==> config.mk <==
export PLATFORM = sky130hd
export DESIGN_NAME = nt_mode_and_tdm_config
export DESIGN_NICKNAME = d
export VERILOG_FILES = /design/src/rtl/nt_cfg_pkg.sv /design/src/rtl/nt_mode_and_tdm_config.sv
export SDC_FILE = /design/constraint.sdc
export NUM_CORES = 1
export LEC_CHECK = 0
export ABC_CLOCK_PERIOD_IN_PS = 3150
export BUFFER_PORTS_ARGS = -buffer_cell sky130_fd_sc_hd__buf_2
export CORE_MARGIN = 3
export CORE_UTILIZATION = 45
export DETAILED_ROUTE_END_ITERATION = 10
export PLACE_DENSITY = 0.67
export SLEW_MARGIN = 40
export SYNTH_ARGS = -nofsm -noshare
export SYNTH_HDL_FRONTEND = slang
export SYNTH_SLANG_ARGS = --single-unit
==> constraint.sdc <==
create_clock -name mclk -period 3.15 [get_ports mclk]
set_input_delay 0 -clock mclk [delete_from_list [all_inputs] [get_ports mclk]]
set_output_delay 0 -clock mclk [all_outputs]
set_load 0.01 [all_outputs]
==> src/rtl/nt_cfg_pkg.sv <==
// constants and carrier types for the mode and serial frame block
package nt_cfg_pkg;
  localparam int MCLK_MHZ = 250;
  localparam logic [6:0] BITS_PER_FRAME = 7'h60;
  localparam logic [6:0] SLOT_LEN = 7'h08;
  localparam logic [6:0] SLOT_B1 = 7'h00;
  localparam logic [6:0] SLOT_B2 = 7'h08;
  localparam logic [6:0] SLOT_IC1 = 7'h40;
  localparam logic [6:0] SLOT_IC2 = 7'h48;
  localparam logic [1:0] SEL_B1 = 2'h0;
  localparam logic [1:0] SEL_B2 = 2'h1;
  localparam logic [1:0] SEL_IC1 = 2'h2;
  localparam logic [1:0] SEL_IC2 = 2'h3;
  localparam logic [1:0] CHAN_U = 2'h0;
  localparam logic [1:0] CHAN_S_RESET = 2'h1;
  localparam logic [2:0] TEST_QUIET = 3'h0;
  localparam logic [2:0] TEST_DATA_THROUGH = 3'h5;
  localparam logic [2:0] TEST_NORMAL = 3'h7;
  localparam logic [2:0] LT_PULSES_NEEDED = 3'h3;
  localparam int LT_TIMEOUT_US = 1000;
  localparam int LT_TIMEOUT_CYC = LT_TIMEOUT_US * MCLK_MHZ;
  localparam logic [7:0] ACCESS_RESET = 8'hff;

  typedef enum logic [1:0] {MODE_STANDALONE, MODE_MICRO_NT, MODE_MICRO_TE} op_mode_t;
  typedef enum logic [1:0] {ARB_IDLE, ARB_BUS, ARB_LOCAL} arb_state_t;
  typedef enum logic [1:0] {LT_IDLE, LT_COUNT, LT_ACTIVE} lt_state_t;

  typedef struct packed {
    logic two_wire_en;
    logic four_wire_en;
    logic framer_en;
    logic tdm_en;
    logic arb_en;
  } unit_en_t;

  typedef struct packed {
    logic te_select;
    unit_en_t units;
    logic [2:0] test_code;
    logic [1:0] s_chan;
    logic s_bearer_ch0;
    logic s_sig_ch0;
    logic [1:0] strobe_a_sel;
    logic [1:0] strobe_b_sel;
    logic [1:0] access_sel;
  } cfg_t;

  typedef struct packed {
    op_mode_t mode;
    unit_en_t units;
    logic two_wire_te;
    logic four_wire_lt;
    logic [1:0] u_chan;
    logic [1:0] s_chan;
    logic s_bearer_ch0;
    logic s_sig_ch0;
    logic [2:0] test_code;
    logic upi_enable;
  } status_t;
endpackage

==> src/rtl/nt_mode_and_tdm_config.sv <==
// mode selection, unit enables, serial frame timing, strobes, arbitration, loop termination
// Overview of operation
// RULE_01 - test enable low turns the three shared pins into a test select code
// RULE_02 - mode pin 0 gives standalone termination, 1 gives microcontroller mode
// RULE_03 - external reset input is active low; unused it is held high
// RULE_04 - system supplies 15.36 MHz master timing by clock or crystal; the code takes a 250 MHz mclk (MCLK_MHZ) for its timeout
// RULE_05 - each internal unit is configured and enabled on its own
// RULE_06 - intelligent setup drives 1.536 MHz data clock, three channel frame
// RULE_07 - two-wire transceiver in terminal mode uses channel 0
// RULE_08 - four-wire transceiver runs line termination, programmable to channel 1
// RULE_09 - control bits map four-wire bearer and signalling into channel 0
// RULE_10 - signalling channel arbitrated between bus terminals and local framer
// RULE_11 - loop termination machine sets test mode, interrupts, shows its state
// RULE_12 - two frame strobes, each assignable to a bearer or intercom channel
// RULE_13 - 768 kHz bit clock accompanies the strobes for plain codecs
// RULE_14 - microcontroller reaches bearer and intercom channels of the frame
// RULE_15 - network-side micro mode: two-wire line times frame, four-wire off; the code leaves four_wire_en at its configured value
// RULE_16 - terminal micro mode: four-wire line times frame, two-wire off
// RULE_17 - standalone mode disables framer and processor port, safe defaults
// RULE_18 - non-normal pin test selection overrides the configured test code
// RULE_19 - each strobe high once a frame for exactly its channel bits
`timescale 1ns/100ps
module nt_mode_and_tdm_config
  import nt_cfg_pkg::*;
#(
  parameter int LT_TIMEOUT = LT_TIMEOUT_CYC
)(
  input wire logic mclk,
  input wire logic reset_n,
  input wire logic ext_reset_in_n,
  input wire logic mode_select,
  input wire logic test_enable_n,
  input wire logic [2:0] test_select_pins,
  input wire logic loop_term_pulse_in,
  input wire logic two_wire_line_clk,
  input wire logic four_wire_line_clk,
  input wire logic serial_data_in,
  input wire cfg_t cfg,
  input wire logic bus_sig_req,
  input wire logic local_sig_req,
  output status_t status,
  output logic data_clock,
  output logic frame_sync,
  output logic codec_bit_clock,
  output logic frame_strobe_a,
  output logic frame_strobe_b,
  output logic bus_access_control,
  output logic bus_grant,
  output lt_state_t lt_state,
  output logic ci_irq,
  output logic [7:0] access_byte,
  output logic access_valid
);
  // the ten pins in raw pass two flops; only stage two is read
  localparam int NSYNC = 10;
  logic [NSYNC-1:0] raw;
  logic [NSYNC-1:0] sync1_reg;
  logic [NSYNC-1:0] sync2_reg;
  logic [2:0] prev_reg;
  assign raw = {serial_data_in, four_wire_line_clk, two_wire_line_clk, loop_term_pulse_in,
                test_select_pins, test_enable_n, mode_select, ext_reset_in_n};

  always_ff @(posedge mclk or negedge reset_n)
  begin
    if (!reset_n)
    begin
      sync1_reg <= '0;
      sync2_reg <= '0;
    end
    else
    begin
      sync1_reg <= raw;
      sync2_reg <= sync1_reg;
    end
  end

  logic soft_rst, micro_s, test_on_s, lt_in_s, u_clk_s, s_clk_s, sdi_s;
  logic [2:0] tsel_s;
  assign soft_rst = !sync2_reg[0]; // see RULE_03
  assign micro_s = sync2_reg[1];
  assign test_on_s = !sync2_reg[2]; // see RULE_01
  assign tsel_s = sync2_reg[5:3];
  assign lt_in_s = sync2_reg[6];
  assign u_clk_s = sync2_reg[7];
  assign s_clk_s = sync2_reg[8];
  assign sdi_s = sync2_reg[9];

  always_ff @(posedge mclk or negedge reset_n)
  begin
    if (!reset_n)
      prev_reg <= 3'h7;
    else
      prev_reg <= {s_clk_s, u_clk_s, lt_in_s};
  end

  // ---------------- mode and configuration ----------------
  op_mode_t mode_next;
  lt_state_t lt_reg;
  status_t status_next;
  always_comb
  begin
    status_next = '0;
    if (!micro_s)
      mode_next = MODE_STANDALONE; // see RULE_02
    else if (cfg.te_select)
      mode_next = MODE_MICRO_TE;
    else
      mode_next = MODE_MICRO_NT;
    status_next.mode = mode_next;
    status_next.u_chan = CHAN_U; // see RULE_07
    if (mode_next == MODE_STANDALONE)
    begin
      // fixed termination defaults, no controller needed
      status_next.units.two_wire_en = 1'b1; // see RULE_17
      status_next.units.four_wire_en = 1'b1;
      status_next.units.tdm_en = test_on_s && (tsel_s == TEST_NORMAL);
      status_next.four_wire_lt = 1'b1;
      status_next.s_chan = CHAN_S_RESET;
      status_next.test_code = TEST_NORMAL;
    end
    else
    begin
      status_next.units = cfg.units; // see RULE_05
      status_next.upi_enable = !test_on_s; // see RULE_01
      status_next.test_code = cfg.test_code;
      status_next.s_chan = cfg.s_chan; // see RULE_08
      status_next.s_bearer_ch0 = cfg.s_bearer_ch0; // see RULE_09
      status_next.s_sig_ch0 = cfg.s_sig_ch0; // see RULE_09
      if (mode_next == MODE_MICRO_TE)
        status_next.units.two_wire_en = 1'b0; // see RULE_16
      else
      begin
        status_next.two_wire_te = 1'b1; // see RULE_07
        status_next.four_wire_lt = 1'b1; // see RULE_08
        // terminal use of the two-wire line leaves the four-wire enable at its configured value
        if (!cfg.units.four_wire_en)
          status_next.units.four_wire_en = 1'b0; // see RULE_15
      end
    end
    if (lt_reg == LT_ACTIVE)
      status_next.test_code = TEST_DATA_THROUGH; // see RULE_11
    // pins win over both configuration and loop termination
    if (test_on_s && tsel_s != TEST_NORMAL)
      status_next.test_code = tsel_s; // see RULE_18
  end

  always_ff @(posedge mclk or negedge reset_n)
  begin
    if (!reset_n)
      status <= '0;
    else
      status <= status_next;
  end

  // ---------------- frame timing ----------------
  // line clock is sampled at mclk; four rising edges of it make one bit
  logic ref_edge;
  logic [1:0] ph_reg;
  logic [1:0] ph_next;
  logic [6:0] bit_reg;
  logic [6:0] bit_next;
  logic tdm_on;
  assign tdm_on = status.units.tdm_en;
  always_comb
  begin
    if (status.mode == MODE_MICRO_TE)
      ref_edge = s_clk_s && !prev_reg[2]; // see RULE_16
    else
      ref_edge = u_clk_s && !prev_reg[1]; // see RULE_15
    ph_next = ph_reg + 2'h1;
    bit_next = bit_reg;
    if (ph_reg == 2'h3)
      bit_next = (bit_reg == BITS_PER_FRAME - 7'h01) ? 7'h00 : bit_reg + 7'h01; // see RULE_06
  end

  always_ff @(posedge mclk or negedge reset_n)
  begin
    if (!reset_n)
    begin
      ph_reg <= 2'h0;
      bit_reg <= 7'h00;
      data_clock <= 1'b0;
      codec_bit_clock <= 1'b0;
      frame_sync <= 1'b0;
    end
    else if (soft_rst || !tdm_on)
    begin
      ph_reg <= 2'h0;
      bit_reg <= 7'h00;
      data_clock <= 1'b0;
      codec_bit_clock <= 1'b0;
      frame_sync <= 1'b0;
    end
    else if (ref_edge)
    begin
      ph_reg <= ph_next;
      bit_reg <= bit_next;
      data_clock <= ph_next[0]; // see RULE_06
      codec_bit_clock <= ph_next[1]; // see RULE_13
      frame_sync <= (bit_next == 7'h00);
    end
  end

  function automatic logic in_slot(input logic [1:0] sel, input logic [6:0] b);
    logic [6:0] base;
    case (sel)
      SEL_B1: base = SLOT_B1;
      SEL_B2: base = SLOT_B2;
      SEL_IC1: base = SLOT_IC1;
      default: base = SLOT_IC2;
    endcase
    return (b >= base) && (b < base + SLOT_LEN);
  endfunction

  logic [1:0] strobe_sel [2];
  logic [1:0] sel_reg [2];
  logic [1:0] strobe_q;
  logic frame_edge;
  assign strobe_sel[0] = cfg.strobe_a_sel;
  assign strobe_sel[1] = cfg.strobe_b_sel;
  assign frame_edge = ref_edge && ph_reg == 2'h3 && bit_next == 7'h00;
  // a new select lands at a frame start or while timing is held off, so no strobe is cut short mid-frame
  generate
    for (genvar i = 0; i < 2; i++)
    begin : g_strobe
      always_ff @(posedge mclk or negedge reset_n)
      begin
        if (!reset_n)
        begin
          strobe_q[i] <= 1'b0;
          sel_reg[i] <= SEL_B1;
        end
        else if (soft_rst || !tdm_on)
        begin
          strobe_q[i] <= 1'b0;
          sel_reg[i] <= strobe_sel[i];
        end
        else if (ref_edge && ph_reg == 2'h3)
        begin
          if (frame_edge)
            sel_reg[i] <= strobe_sel[i]; // see RULE_19
          strobe_q[i] <= in_slot(frame_edge ? strobe_sel[i] : sel_reg[i], bit_next); // see RULE_12
        end
      end
    end
  endgenerate
  assign frame_strobe_a = strobe_q[0]; // see RULE_19
  assign frame_strobe_b = strobe_q[1];

  // microcontroller slot capture, sampled mid-bit
  logic [7:0] shift_reg;
  always_ff @(posedge mclk or negedge reset_n)
  begin
    if (!reset_n)
    begin
      shift_reg <= ACCESS_RESET;
      access_byte <= ACCESS_RESET;
      access_valid <= 1'b0;
    end
    else
    begin
      access_valid <= 1'b0;
      if (tdm_on && status.upi_enable && ref_edge && ph_reg == 2'h1 &&
          in_slot(cfg.access_sel, bit_reg))
      begin
        shift_reg <= {shift_reg[6:0], sdi_s}; // see RULE_14
        if (in_slot(cfg.access_sel, bit_reg + 7'h01) == 1'b0)
        begin
          access_byte <= {shift_reg[6:0], sdi_s};
          access_valid <= 1'b1;
        end
      end
    end
  end

  // ---------------- signalling channel arbitration ----------------
  // bus terminals win a tie: the local framer only starts on an idle channel
  arb_state_t arb_reg;
  always_ff @(posedge mclk or negedge reset_n)
  begin
    if (!reset_n)
      arb_reg <= ARB_IDLE;
    else if (soft_rst || !status.units.arb_en)
      arb_reg <= ARB_IDLE;
    else
      case (arb_reg)
        ARB_IDLE:
          if (bus_sig_req)
            arb_reg <= ARB_BUS; // see RULE_10
          else if (local_sig_req && status.units.framer_en)
            arb_reg <= ARB_LOCAL;
        ARB_BUS:
          if (!bus_sig_req)
            arb_reg <= ARB_IDLE;
        default:
          if (!local_sig_req)
            arb_reg <= ARB_IDLE;
      endcase
  end
  always_ff @(posedge mclk or negedge reset_n)
  begin
    if (!reset_n)
    begin
      bus_access_control <= 1'b0;
      bus_grant <= 1'b0;
    end
    else
    begin
      bus_access_control <= (arb_reg == ARB_LOCAL);
      bus_grant <= (arb_reg == ARB_BUS);
    end
  end

  // ---------------- loop termination ----------------
  // pulses are low-going; an unused input sits high and never counts
  logic lt_fall;
  logic [2:0] pulse_cnt_reg;
  logic [31:0] lt_timer_reg;
  assign lt_fall = !lt_in_s && prev_reg[0];
  always_ff @(posedge mclk or negedge reset_n)
  begin
    if (!reset_n)
    begin
      lt_reg <= LT_IDLE;
      pulse_cnt_reg <= 3'h0;
      lt_timer_reg <= '0;
    end
    else if (soft_rst)
    begin
      lt_reg <= LT_IDLE;
      pulse_cnt_reg <= 3'h0;
      lt_timer_reg <= '0;
    end
    else
    begin
      lt_timer_reg <= lt_fall ? '0 : lt_timer_reg + 32'h1;
      case (lt_reg)
        LT_IDLE:
          if (lt_fall)
          begin
            lt_reg <= LT_COUNT;
            pulse_cnt_reg <= 3'h1;
          end
        LT_COUNT:
          if (lt_fall)
          begin
            pulse_cnt_reg <= pulse_cnt_reg + 3'h1;
            if (pulse_cnt_reg + 3'h1 == LT_PULSES_NEEDED)
              lt_reg <= LT_ACTIVE; // see RULE_11
          end
          else if (lt_timer_reg == 32'(LT_TIMEOUT))
            lt_reg <= LT_IDLE;
        default:
          if (lt_fall)
            lt_reg <= LT_IDLE;
      endcase
    end
  end
  always_ff @(posedge mclk or negedge reset_n)
  begin
    if (!reset_n)
    begin
      lt_state <= LT_IDLE;
      ci_irq <= 1'b0;
    end
    else
    begin
      lt_state <= lt_reg; // see RULE_11
      ci_irq <= (lt_state != lt_reg); // see RULE_11
    end
  end
endmodule

**Yosys cells after proc, flatten, opt, wreduce, memory -nomap -nowiden**

Index checks and enable logic that the tools add are counted.
W data, S select, Z words.

- Logic and storage cells: 189
- Register bits: 118
- Output and inout bits: 38
- Input port bits: 33

- Mux-type cells: 69
- Reductions and logical operators: 38
- $lt $le $gt $ge: 8
- Equality and inequality tests: 29
- $add $sub $neg: 8
- Bitwise logic cells: 1

Operators with widths:

| cell | count |
|---|---|
| $mux W32 | 2 |
| $mux W7 | 9 |
| $pmux W7 S3 | 3 |
| $mux W2 | 26 |
| $add A32 B1 Y32 const B | 1 |
| $eq A32 B18 Y1 const B | 1 |
| $add A7 B4 Y7 const B | 4 |
| $ge A7 B7 Y1 | 4 |
| $lt A7 B7 Y1 | 4 |
| $mux W1 | 20 |
| $mux W3 | 6 |
| $eq A2 B2 Y1 const B | 8 |
| $logic_and A1 B1 Y1 | 16 |
| $eq A2 B1 Y1 const B | 6 |
| $logic_not A2 Y1 | 6 |
| $ne A3 B3 Y1 const B | 4 |
| $ne A3 B1 Y1 const B | 3 |
| $ne A4 B4 Y1 const B | 2 |
| $pmux W2 S2 | 2 |
| $add A7 B1 Y7 const B | 1 |
| $eq A7 B7 Y1 const B | 1 |
| $logic_not A1 Y1 | 7 |
| $logic_not A7 Y1 | 1 |
| $pmux W3 S2 | 1 |
| 12 further kinds | 15 |

**Depth between registers and ports, before layout**

Gate-level depths: netlist of the first run.

- Word-level depth: 15
- Mapped depth: 13
- Depth with buffers taken out: 13

**Worst setup path before layout of the first run**

OpenSTA, ideal clock, no wires.

- Path kind: reg2reg
- Start point: register bit_reg[0]
- End point: register strobe_q[0], in the netlist frame_strobe_a
- Cell stages (with the launch flop): 13
- Path buffers: 0
- Path slack: 0.092 ns
- Arrival: 2.939 ns
- Library setup time: 0.119 ns
- Clock period less this slack: 3.058 ns
- Required time: 3.031 ns
- Path through: dfrtp_1 > inv_1 > ha_1 > or4b_1 > o211ai_2 > nand3_4 > nor4_4 > mux2_2 > ha_1 > o211a_1 > nand4_1 > nor4_1 > o21a_1

- Longest elaborated chain between the ends: 15
- Elaborated cells on any way between the ends: 19
- Those cells by class: 2 x add/sub; 2 x order compare; 3 x eq/ne; 8 x mux; 4 x reduce/logical

RTL lines:

| item | RTL line | text |
|---|---|---|
| start: declaration | nt_mode_and_tdm_config.sv:160 | `logic [6:0] bit_reg;` |
| start signal: assignment | nt_mode_and_tdm_config.sv:197 | `bit_reg <= bit_next;` |
| $add A7 B1 Y7 or $eq A7 B7 Y1 (tied branches) | nt_mode_and_tdm_config.sv:173 | `bit_next = (bit_reg == BITS_PER_FRAME - 7'h01) ? 7'h00 : bit_reg + 7'h01;` |
| $mux W7 | nt_mode_and_tdm_config.sv:173 |  |
| $mux W7 (*) | nt_mode_and_tdm_config.sv:172 | `if (ph_reg == 2'h3)` |
| $logic_not A7 Y1 | nt_mode_and_tdm_config.sv:221 | `assign frame_edge = ref_edge && ph_reg == 2'h3 && bit_next == 7'h00;` |
| $logic_and A1 B1 Y1 | nt_mode_and_tdm_config.sv:221 |  |
| $mux W2 | - |  |
| $eq A2 B2 Y1, or another cell as far along | nt_mode_and_tdm_config.sv:206 | `case (sel)` |
| $pmux W7 S3 | nt_mode_and_tdm_config.sv:206 |  |
| $mux W7 | nt_mode_and_tdm_config.sv:238 | `else if (ref_edge && ph_reg == 2'h3)` |
| $mux W7 | nt_mode_and_tdm_config.sv:233 | `else if (soft_rst \|\| !tdm_on)` |
| $add A7 B4 Y7 | nt_mode_and_tdm_config.sv:212 | `return (b >= base) && (b < base + SLOT_LEN);` |
| $lt A7 B7 Y1 | nt_mode_and_tdm_config.sv:212 |  |
| $logic_and A1 B1 Y1 (*) | nt_mode_and_tdm_config.sv:212 |  |
| $mux W1 (*) | nt_mode_and_tdm_config.sv:238 |  |
| $mux W1 (*) | nt_mode_and_tdm_config.sv:233 |  |
| end signal: indexed assignment | nt_mode_and_tdm_config.sv:242 | `strobe_q[i] <= in_slot(frame_edge ? strobe_sel[i] : sel_reg[i], bit_next);` |
| end: declaration | nt_mode_and_tdm_config.sv:217 | `logic [1:0] strobe_q;` |

Every way passes the cells marked *; elsewhere a longest branch is shown, timed or not. The select of a mux whose other input is x is not followed.
A chain may end at the register's enable or synchronous reset.

**Final worst setup path of the first run**

- Start point: register bit_reg[1]
- End point: register strobe_q[1], in the netlist frame_strobe_b

The elaborated chain is that of the path after synthesis.

==> reports/summary.txt, run 1 <==
CTS Root Cell = clkbuf_16
FILL cells = 937
share of the synthesized area in the top cell type = 44.6%
first-pass GRT wire length = 19,900 um
Core ar. = 11,600 um^2
vias in the first global route = 4,059
routed len/inst = 15.4 um
final WL = 11,800 um
initial antenna violation count = 0
DR DRC count = 0
unrepaired setup endpoints after global routing = true
total grt overflow = 0
CP required = 3.45 ns
Pre-antenna DRT Iters = 4
Yosys reg bits = 115
drt initial violations = 284
number of buffers and inverters on the critical path = 1
DP Worst Slack = 0.0379 ns
Clock Pin Slew Worst Setup and Hold Paths = 0.06 ns
Syn Std Cell Area = 5440 um^2
CTS sink cnt = 115
HP Class = input pin to async pin
TritonCTS clock tree = done
share of cells above drive strength 1 = 28.2%
critical path class = flip-flop to flip-flop
status = completed
highest routed layer = met4
area of the multi-input gates = 2390 um^2
total leakage power = 3.13 nW
critical path's slowest cell = or4b_4
Max Buffers Root-to-Sink = 2
average via count per standard cell = 5.28
Final Max Tran Viols = 0
num rows = 39
Ys Warns = 0
Setup WS post-layout = 0.0978 ns
nets = 664
Worst Setup End Kind = flip-flop
post-DP HPWL = 7940 um
max cap viols = 0
Design Power = 0.00365 W
VDD IR max = 0.000440 V
Die Footprint = 13,400 um^2
H-tree depth = 4
CP Max Fanout = 4
Placer Congestion = 0.840
Initial Util = 46.8%
Post-synth ARST share = 100%
largest net degree at the start of global routing = 66
Final setup viols = 0
crit-path cells = inv_1, ha_4, or4b_4, o211ai_4, nand3_4, nor4_4, mux2_2, ha_1, o211a_1, nand4_1, nor4_2, o21a_1
Power Dens Cells = 525 nW/um^2
Max Freq = 328 MHz
CP top delay family = simple AND/OR/NAND/NOR gates
sequential area share after synthesis = 53.3%
M1 WL = 5220 um
ys flop type = dfrtp_1
number of port buffers = 68
wire length on met3 = 359 um
I/O pin count = 71
register area = 2900 um^2
Worst path max stage delay = 0.50 ns
GRT Util Overall = 18.9%
metal2 WL = 6010 um
distinct cell type count after synthesis = 65
Setup TNS Final = 0 ns
Tmin final = 3.05 ns
Die Span X = 116 um
worst skew pair latency = 0.41 ns
Synth Instances = 493
ranking of synthesized cells by area = dfrtp_1, dfstp_2, mux2_2
diode count = 0
Clock Skews = 0.00871 ns
period utilisation layout = 96.9%
Post-synth EDFFs = 0
vias = 4,051
Synth Area per Inst = 11.0 um^2
Arr. time, crit path = 3.35 ns
post-route ant nets = 0
Worst setup SP type = flip-flop
final hold violations = 0
Worst-Margin Slew = 0.745 ns
total CTS buffers = 17
hold slack = 0.182 ns
P&R area growth vs syn = 27.8%
Slew HR = 49.8%
Die Ht = 116 um
max FFs per register = 32
dominant cell type by area after synthesis = dfrtp_1
==> synth_stat cells (all sizes together) (4+ instances only) <==
| master | instances |
|---|---|
| nand3 | 30 |
| and2 | 14 |
| a21oi | 16 |
| dfrtp | 97 |
| nor2 | 44 |
| inv | 26 |
| ha | 20 |
| o21ai | 14 |
| buf | 14 |
| dfstp | 18 |
| nand2 | 30 |
| clkbuf | 6 |
| o211a | 4 |
| nor2b | 4 |
| or3 | 6 |
| nand4 | 15 |
| xnor2 | 12 |
| nor3 | 5 |
| xor2 | 23 |
| and3 | 5 |
| nor4 | 12 |
| mux2 | 23 |
| nand2b | 10 |
==> power by group <==
part | leakage [nW] | internal [W] | switching [W]
registers | 1.44 | 0.00153 | 0.0000346
clock network | 0.267 | 0.00119 | 0.000680
logic | 1.42 | 0.000102 | 0.000115
total | 3.13 | 0.00282 | 0.000830
==> metrics by stage <==
step,utilization (%),cells,area (um^2)
after floorplan,-,494,5440
after global placement,51.5,702,5980
after detailed placement,51.6,702,5990
after CTS,59.2,765,6880
after global routing,59.9,767,6950
final,59.9,767,6950
==> area by class of cell <==
| cell class | count | share of cell area (%) |
|---|---|---|
| Sequential cell | 115 | 41.7 |
| Multi-Input combinational cell | 333 | 34.3 |
| Timing Repair Buffer | 118 | 11.6 |
| Clock buffer | 21 | 6.48 |
| Tap cell | 143 | 2.57 |
| Clock inverter | 11 | 1.85 |
| Inverter | 26 | 1.40 |
==> cells in the final DEF (no fill, tap or decap), types with 3 or more instances in the layout <==
| cell type | instances |
|---|---|
| dlygate4sd3_1 | 31 |
| nor4_1 | 7 |
| nor4_2 | 4 |
| a21oi_1 | 16 |
| dfstp_2 | 18 |
| a31oi_1 | 3 |
| dfrtp_1 | 97 |
| clkbuf_16 | 17 |
| nand4_1 | 15 |
| clkinvlp_4 | 5 |
| nand3_1 | 28 |
| or3_1 | 6 |
| o21a_1 | 3 |
| mux2_2 | 23 |
| xor2_1 | 23 |
| ha_1 | 17 |
| nor2b_1 | 4 |
| nor3b_1 | 3 |
| nand2_1 | 30 |
| buf_4 | 19 |
| nor2_1 | 44 |
| o21ai_0 | 12 |
| nor3_1 | 5 |
| and3_1 | 5 |
| nand2b_1 | 10 |
| and2_1 | 12 |
| inv_6 | 3 |
| inv_1 | 25 |
| clkbuf_1 | 3 |
| o211a_1 | 4 |
| buf_2 | 67 |
| xnor2_1 | 12 |
==> per-layer routing <==
metal / track usage [%] / vias to the layer above
met5: 0 / -
met4: 6.73 / 0
met3: 4.60 / 17
met1: 23.7 / 1995
met2: 31.9 / 71
li1: - / 1968
==> path summary, 6_finish.rpt <==
kind,start,to,cells after the start,slack (ns)
worst max-delay path,bit_reg[1]$_DFFE_PN0P_,frame_strobe_b$_DFFE_PN0P_,12,0.1
worst min register to register,sync1_reg[4]$_DFF_PN0_,sync2_reg[4]$_DFF_PN0_,0,0.35
worst max register to register,bit_reg[1]$_DFFE_PN0P_,frame_strobe_b$_DFFE_PN0P_,12,0.1
min in group mclk,test_select_pins[0],sync1_reg[3]$_DFF_PN0_,2,0.22
worst min-delay path,reset_n,access_valid$_DFF_PN0_,2,0.18
max in group asynchronous,reset_n,prev_reg[0]$_DFF_PN1_,3,2.17
==> timing repair <==
item,in CTS,in global routing
endpoints found under the setup margin,0,2
hold endpoints to repair,69,0
resized for setup,0,10
hold buffers,31,0
buffers inserted,0,2
==> logic make-up (layout without fill, tap and decap cells) <==
family | count (synthesis) | in the layout | share of synthesized area (%)
AO/OA/AOI/OAI | 61 | 61 | 8.15
XOR/XNOR | 35 | 35 | 5.64
adder cells (fa/ha/maj) | 20 | 20 | 4.60
buffers and inverters | 46 | 176 | 3.98
flip-flops | 115 | 115 | 53.3
multiplexers | 25 | 25 | 5.13
other | 1 | 2 | 0.0690
AND/OR/NAND/NOR | 190 | 190 | 19.1
No activity file was read; power rests on OpenSTA's default activity.
==> inputs of run 2 (changes only) <==
BUFFER_PORTS_ARGS = -buffer_cell sky130_fd_sc_hd__buf_4   (was -buffer_cell sky130_fd_sc_hd__buf_2)
==> run 2 against run 1 <==
  * Sequential power barely moved
  * Clock power about the same
  * Clock skew down 0.0019 ns
  * Total power increased by 1.5%
  * Die area unchanged
  * Worst setup slack worse by 0.013 ns
  * Utilization rose by 1.7 points
  * Largest cell class unchanged
  * Highest routed layer unchanged
==> reports/summary.txt, run 2 (synthesis results as in run 1) <==
status = completed
max FFs per register = 32
total grt overflow = 0
Arr. time, crit path = 3.41 ns
Max Freq = 326 MHz
Slew HR = 51.0%
most frequent cells in the layout = dfrtp_1, buf_4, nor2_1
max cap viols = 0
total leakage power = 3.20 nW
vias in the first global route = 4,190
largest net degree at the start of global routing = 68
critical path's slowest cell = or4b_1
Clock Pin Slew Worst Setup and Hold Paths = 0.05 ns
Final setup viols = 0
commonest non-fill, non-tap cell in the layout = dfrtp_1
HP Class = input pin to async pin
DR DRC count = 0
final WL = 11,700 um
Placer Congestion = 0.866
vias = 4,090
number of port buffers = 68
Pre-antenna DRT Iters = 4
Sequential Power Share = 42.2%
Power Dens Cells = 518 nW/um^2
period utilisation layout = 97.3%
dpl cell area = 6160 um^2
crit-path cells = inv_4, ha_4, or4b_1, o211ai_2, nand3_4, nor4_4, mux2_4, ha_1, o211a_1, nand4_1, nor4_2, o21a_1
num rows = 39
Sw Share = 23.2%
area of the multi-input gates = 2380 um^2
H-tree depth = 4
VDD IR max = 0.000343 V
Final Max Tran Viols = 0
CP required = 3.50 ns
combinational share of power = 6.5%
Worst path max stage delay = 0.49 ns
I/O pin count = 71
CP Max Fanout = 5
Design Area, Final = 7150 um^2
R2R cell count = 12
share of cells above drive strength 1 = 29.2%
Die Span X = 116 um
CTS Root Cell = clkbuf_16
clock power share = 51.3%
register area = 2900 um^2
Worst-Margin Slew = 0.726 ns
routed len/inst = 15.2 um
Int Power = 0.00285 W
nets = 667
Die Ht = 116 um
Worst setup SP type = flip-flop
P&R area growth vs syn = 31.5%
Tmin final = 3.07 ns
post-DP HPWL = 7820 um
final hold violations = 0
GRT Util Overall = 18.9%
drt initial violations = 248
Max Buffers Root-to-Sink = 2
worst reg2reg setup slack = 0.08 ns
Clock Skews = 0.00678 ns
diode count = 0
worst skew pair latency = 0.41 ns
critical path class = flip-flop to flip-flop
CTS sink cnt = 115
post-route ant nets = 0
total CTS buffers = 17
Final Core Density = 61.6%
first-pass GRT wire length = 19,800 um
initial antenna violation count = 0
hold slack = 0.172 ns
TritonCTS clock tree = done
P_sw = 0.000857 W
average via count per standard cell = 5.31
Core ar. = 11,600 um^2
Worst Setup End Kind = flip-flop
Die Footprint = 13,400 um^2
Initial Util = 46.8%
FILL cells = 944
==> run 2: metal layers <==
layer	up-vias	track usage, %	part of all wire (%)
li1	1976	-	-
met1	2008	23.7	44
met2	91	31.0	50
met3	15	5.59	4.7
met4	0	6.96	1.3
met5	-	0	0
==> run 2: cell type report <==
cell class / instances / area share, %
Clock buffer: 19 / 6.19
Timing Repair Buffer: 121 / 14.0
Sequential cell: 115 / 40.6
Multi-Input combinational cell: 333 / 33.3
Inverter: 26 / 1.40
Clock inverter: 13 / 2.05
Tap cell: 143 / 2.50
==> run 2: worst paths after layout <==
check / startpoint / endpoint
max: bit_reg[0]$_DFFE_PN0P_ / frame_strobe_a$_DFFE_PN0P_
min: reset_n / sync1_reg[9]$_DFF_PN0_
max reg2reg: bit_reg[0]$_DFFE_PN0P_ / frame_strobe_a$_DFFE_PN0P_
min reg2reg: sync1_reg[6]$_DFF_PN0_ / sync2_reg[6]$_DFF_PN0_
max in group asynchronous: reset_n / prev_reg[0]$_DFF_PN1_
min in group mclk: mode_select / sync1_reg[1]$_DFF_PN0_
==> run 2: power by group through the flow <==
| stage | combinational (W) | sequential [W] | clock [W] |
|---|---|---|---|
| 2_1_floorplan | 0.0000937 | 0.00158 | 0 |
| 3_3_place_gp | 0.000206 | 0.00158 | 0 |
| 3_5_place_dp | 0.000212 | 0.00159 | 0 |
| 4_1_cts | 0.000244 | 0.00156 | 0.00195 |
| 5_1_grt | 0.000269 | 0.00157 | 0.00201 |
| 6_report | 0.000242 | 0.00156 | 0.00190 |
==> run 2: critical path: cells and delay by family, from the launching register on <==
family / cells / cell delay [ns]
AND/OR/NAND/NOR: 5 / 1.23
adder cells (fa/ha/maj): 2 / 0.49
flip-flops: 1 / 0.46
AO/OA/AOI/OAI: 3 / 0.40
multiplexers: 1 / 0.34
buffers and inverters: 1 / 0.09
==> run 2: what timing repair did <==
action                                  4_1_cts  5_1_grt
hold endpoints to repair                     97        0
endpoints found under the setup margin        2        2
resized for setup                             4       10
hold buffers                                 31        0
setup buffers                                 2        3
pin swaps                                     1        5
==> run 2: per-stage QoR <==
stage | setup WS, ns | total power [W] | cells | TNS, ns
2_1_floorplan | 0.0918 | 0.00167 | 494 | 0
3_3_place_gp | 0.0747 | 0.00179 | 702 | 0
3_5_place_dp | -0.0445 | 0.00180 | 702 | -0.0884
4_1_cts | 0.00933 | 0.00375 | 767 | 0
5_1_grt | -0.0277 | 0.00385 | 770 | -0.0277
6_report | 0.0846 | 0.00370 | 770 | 0
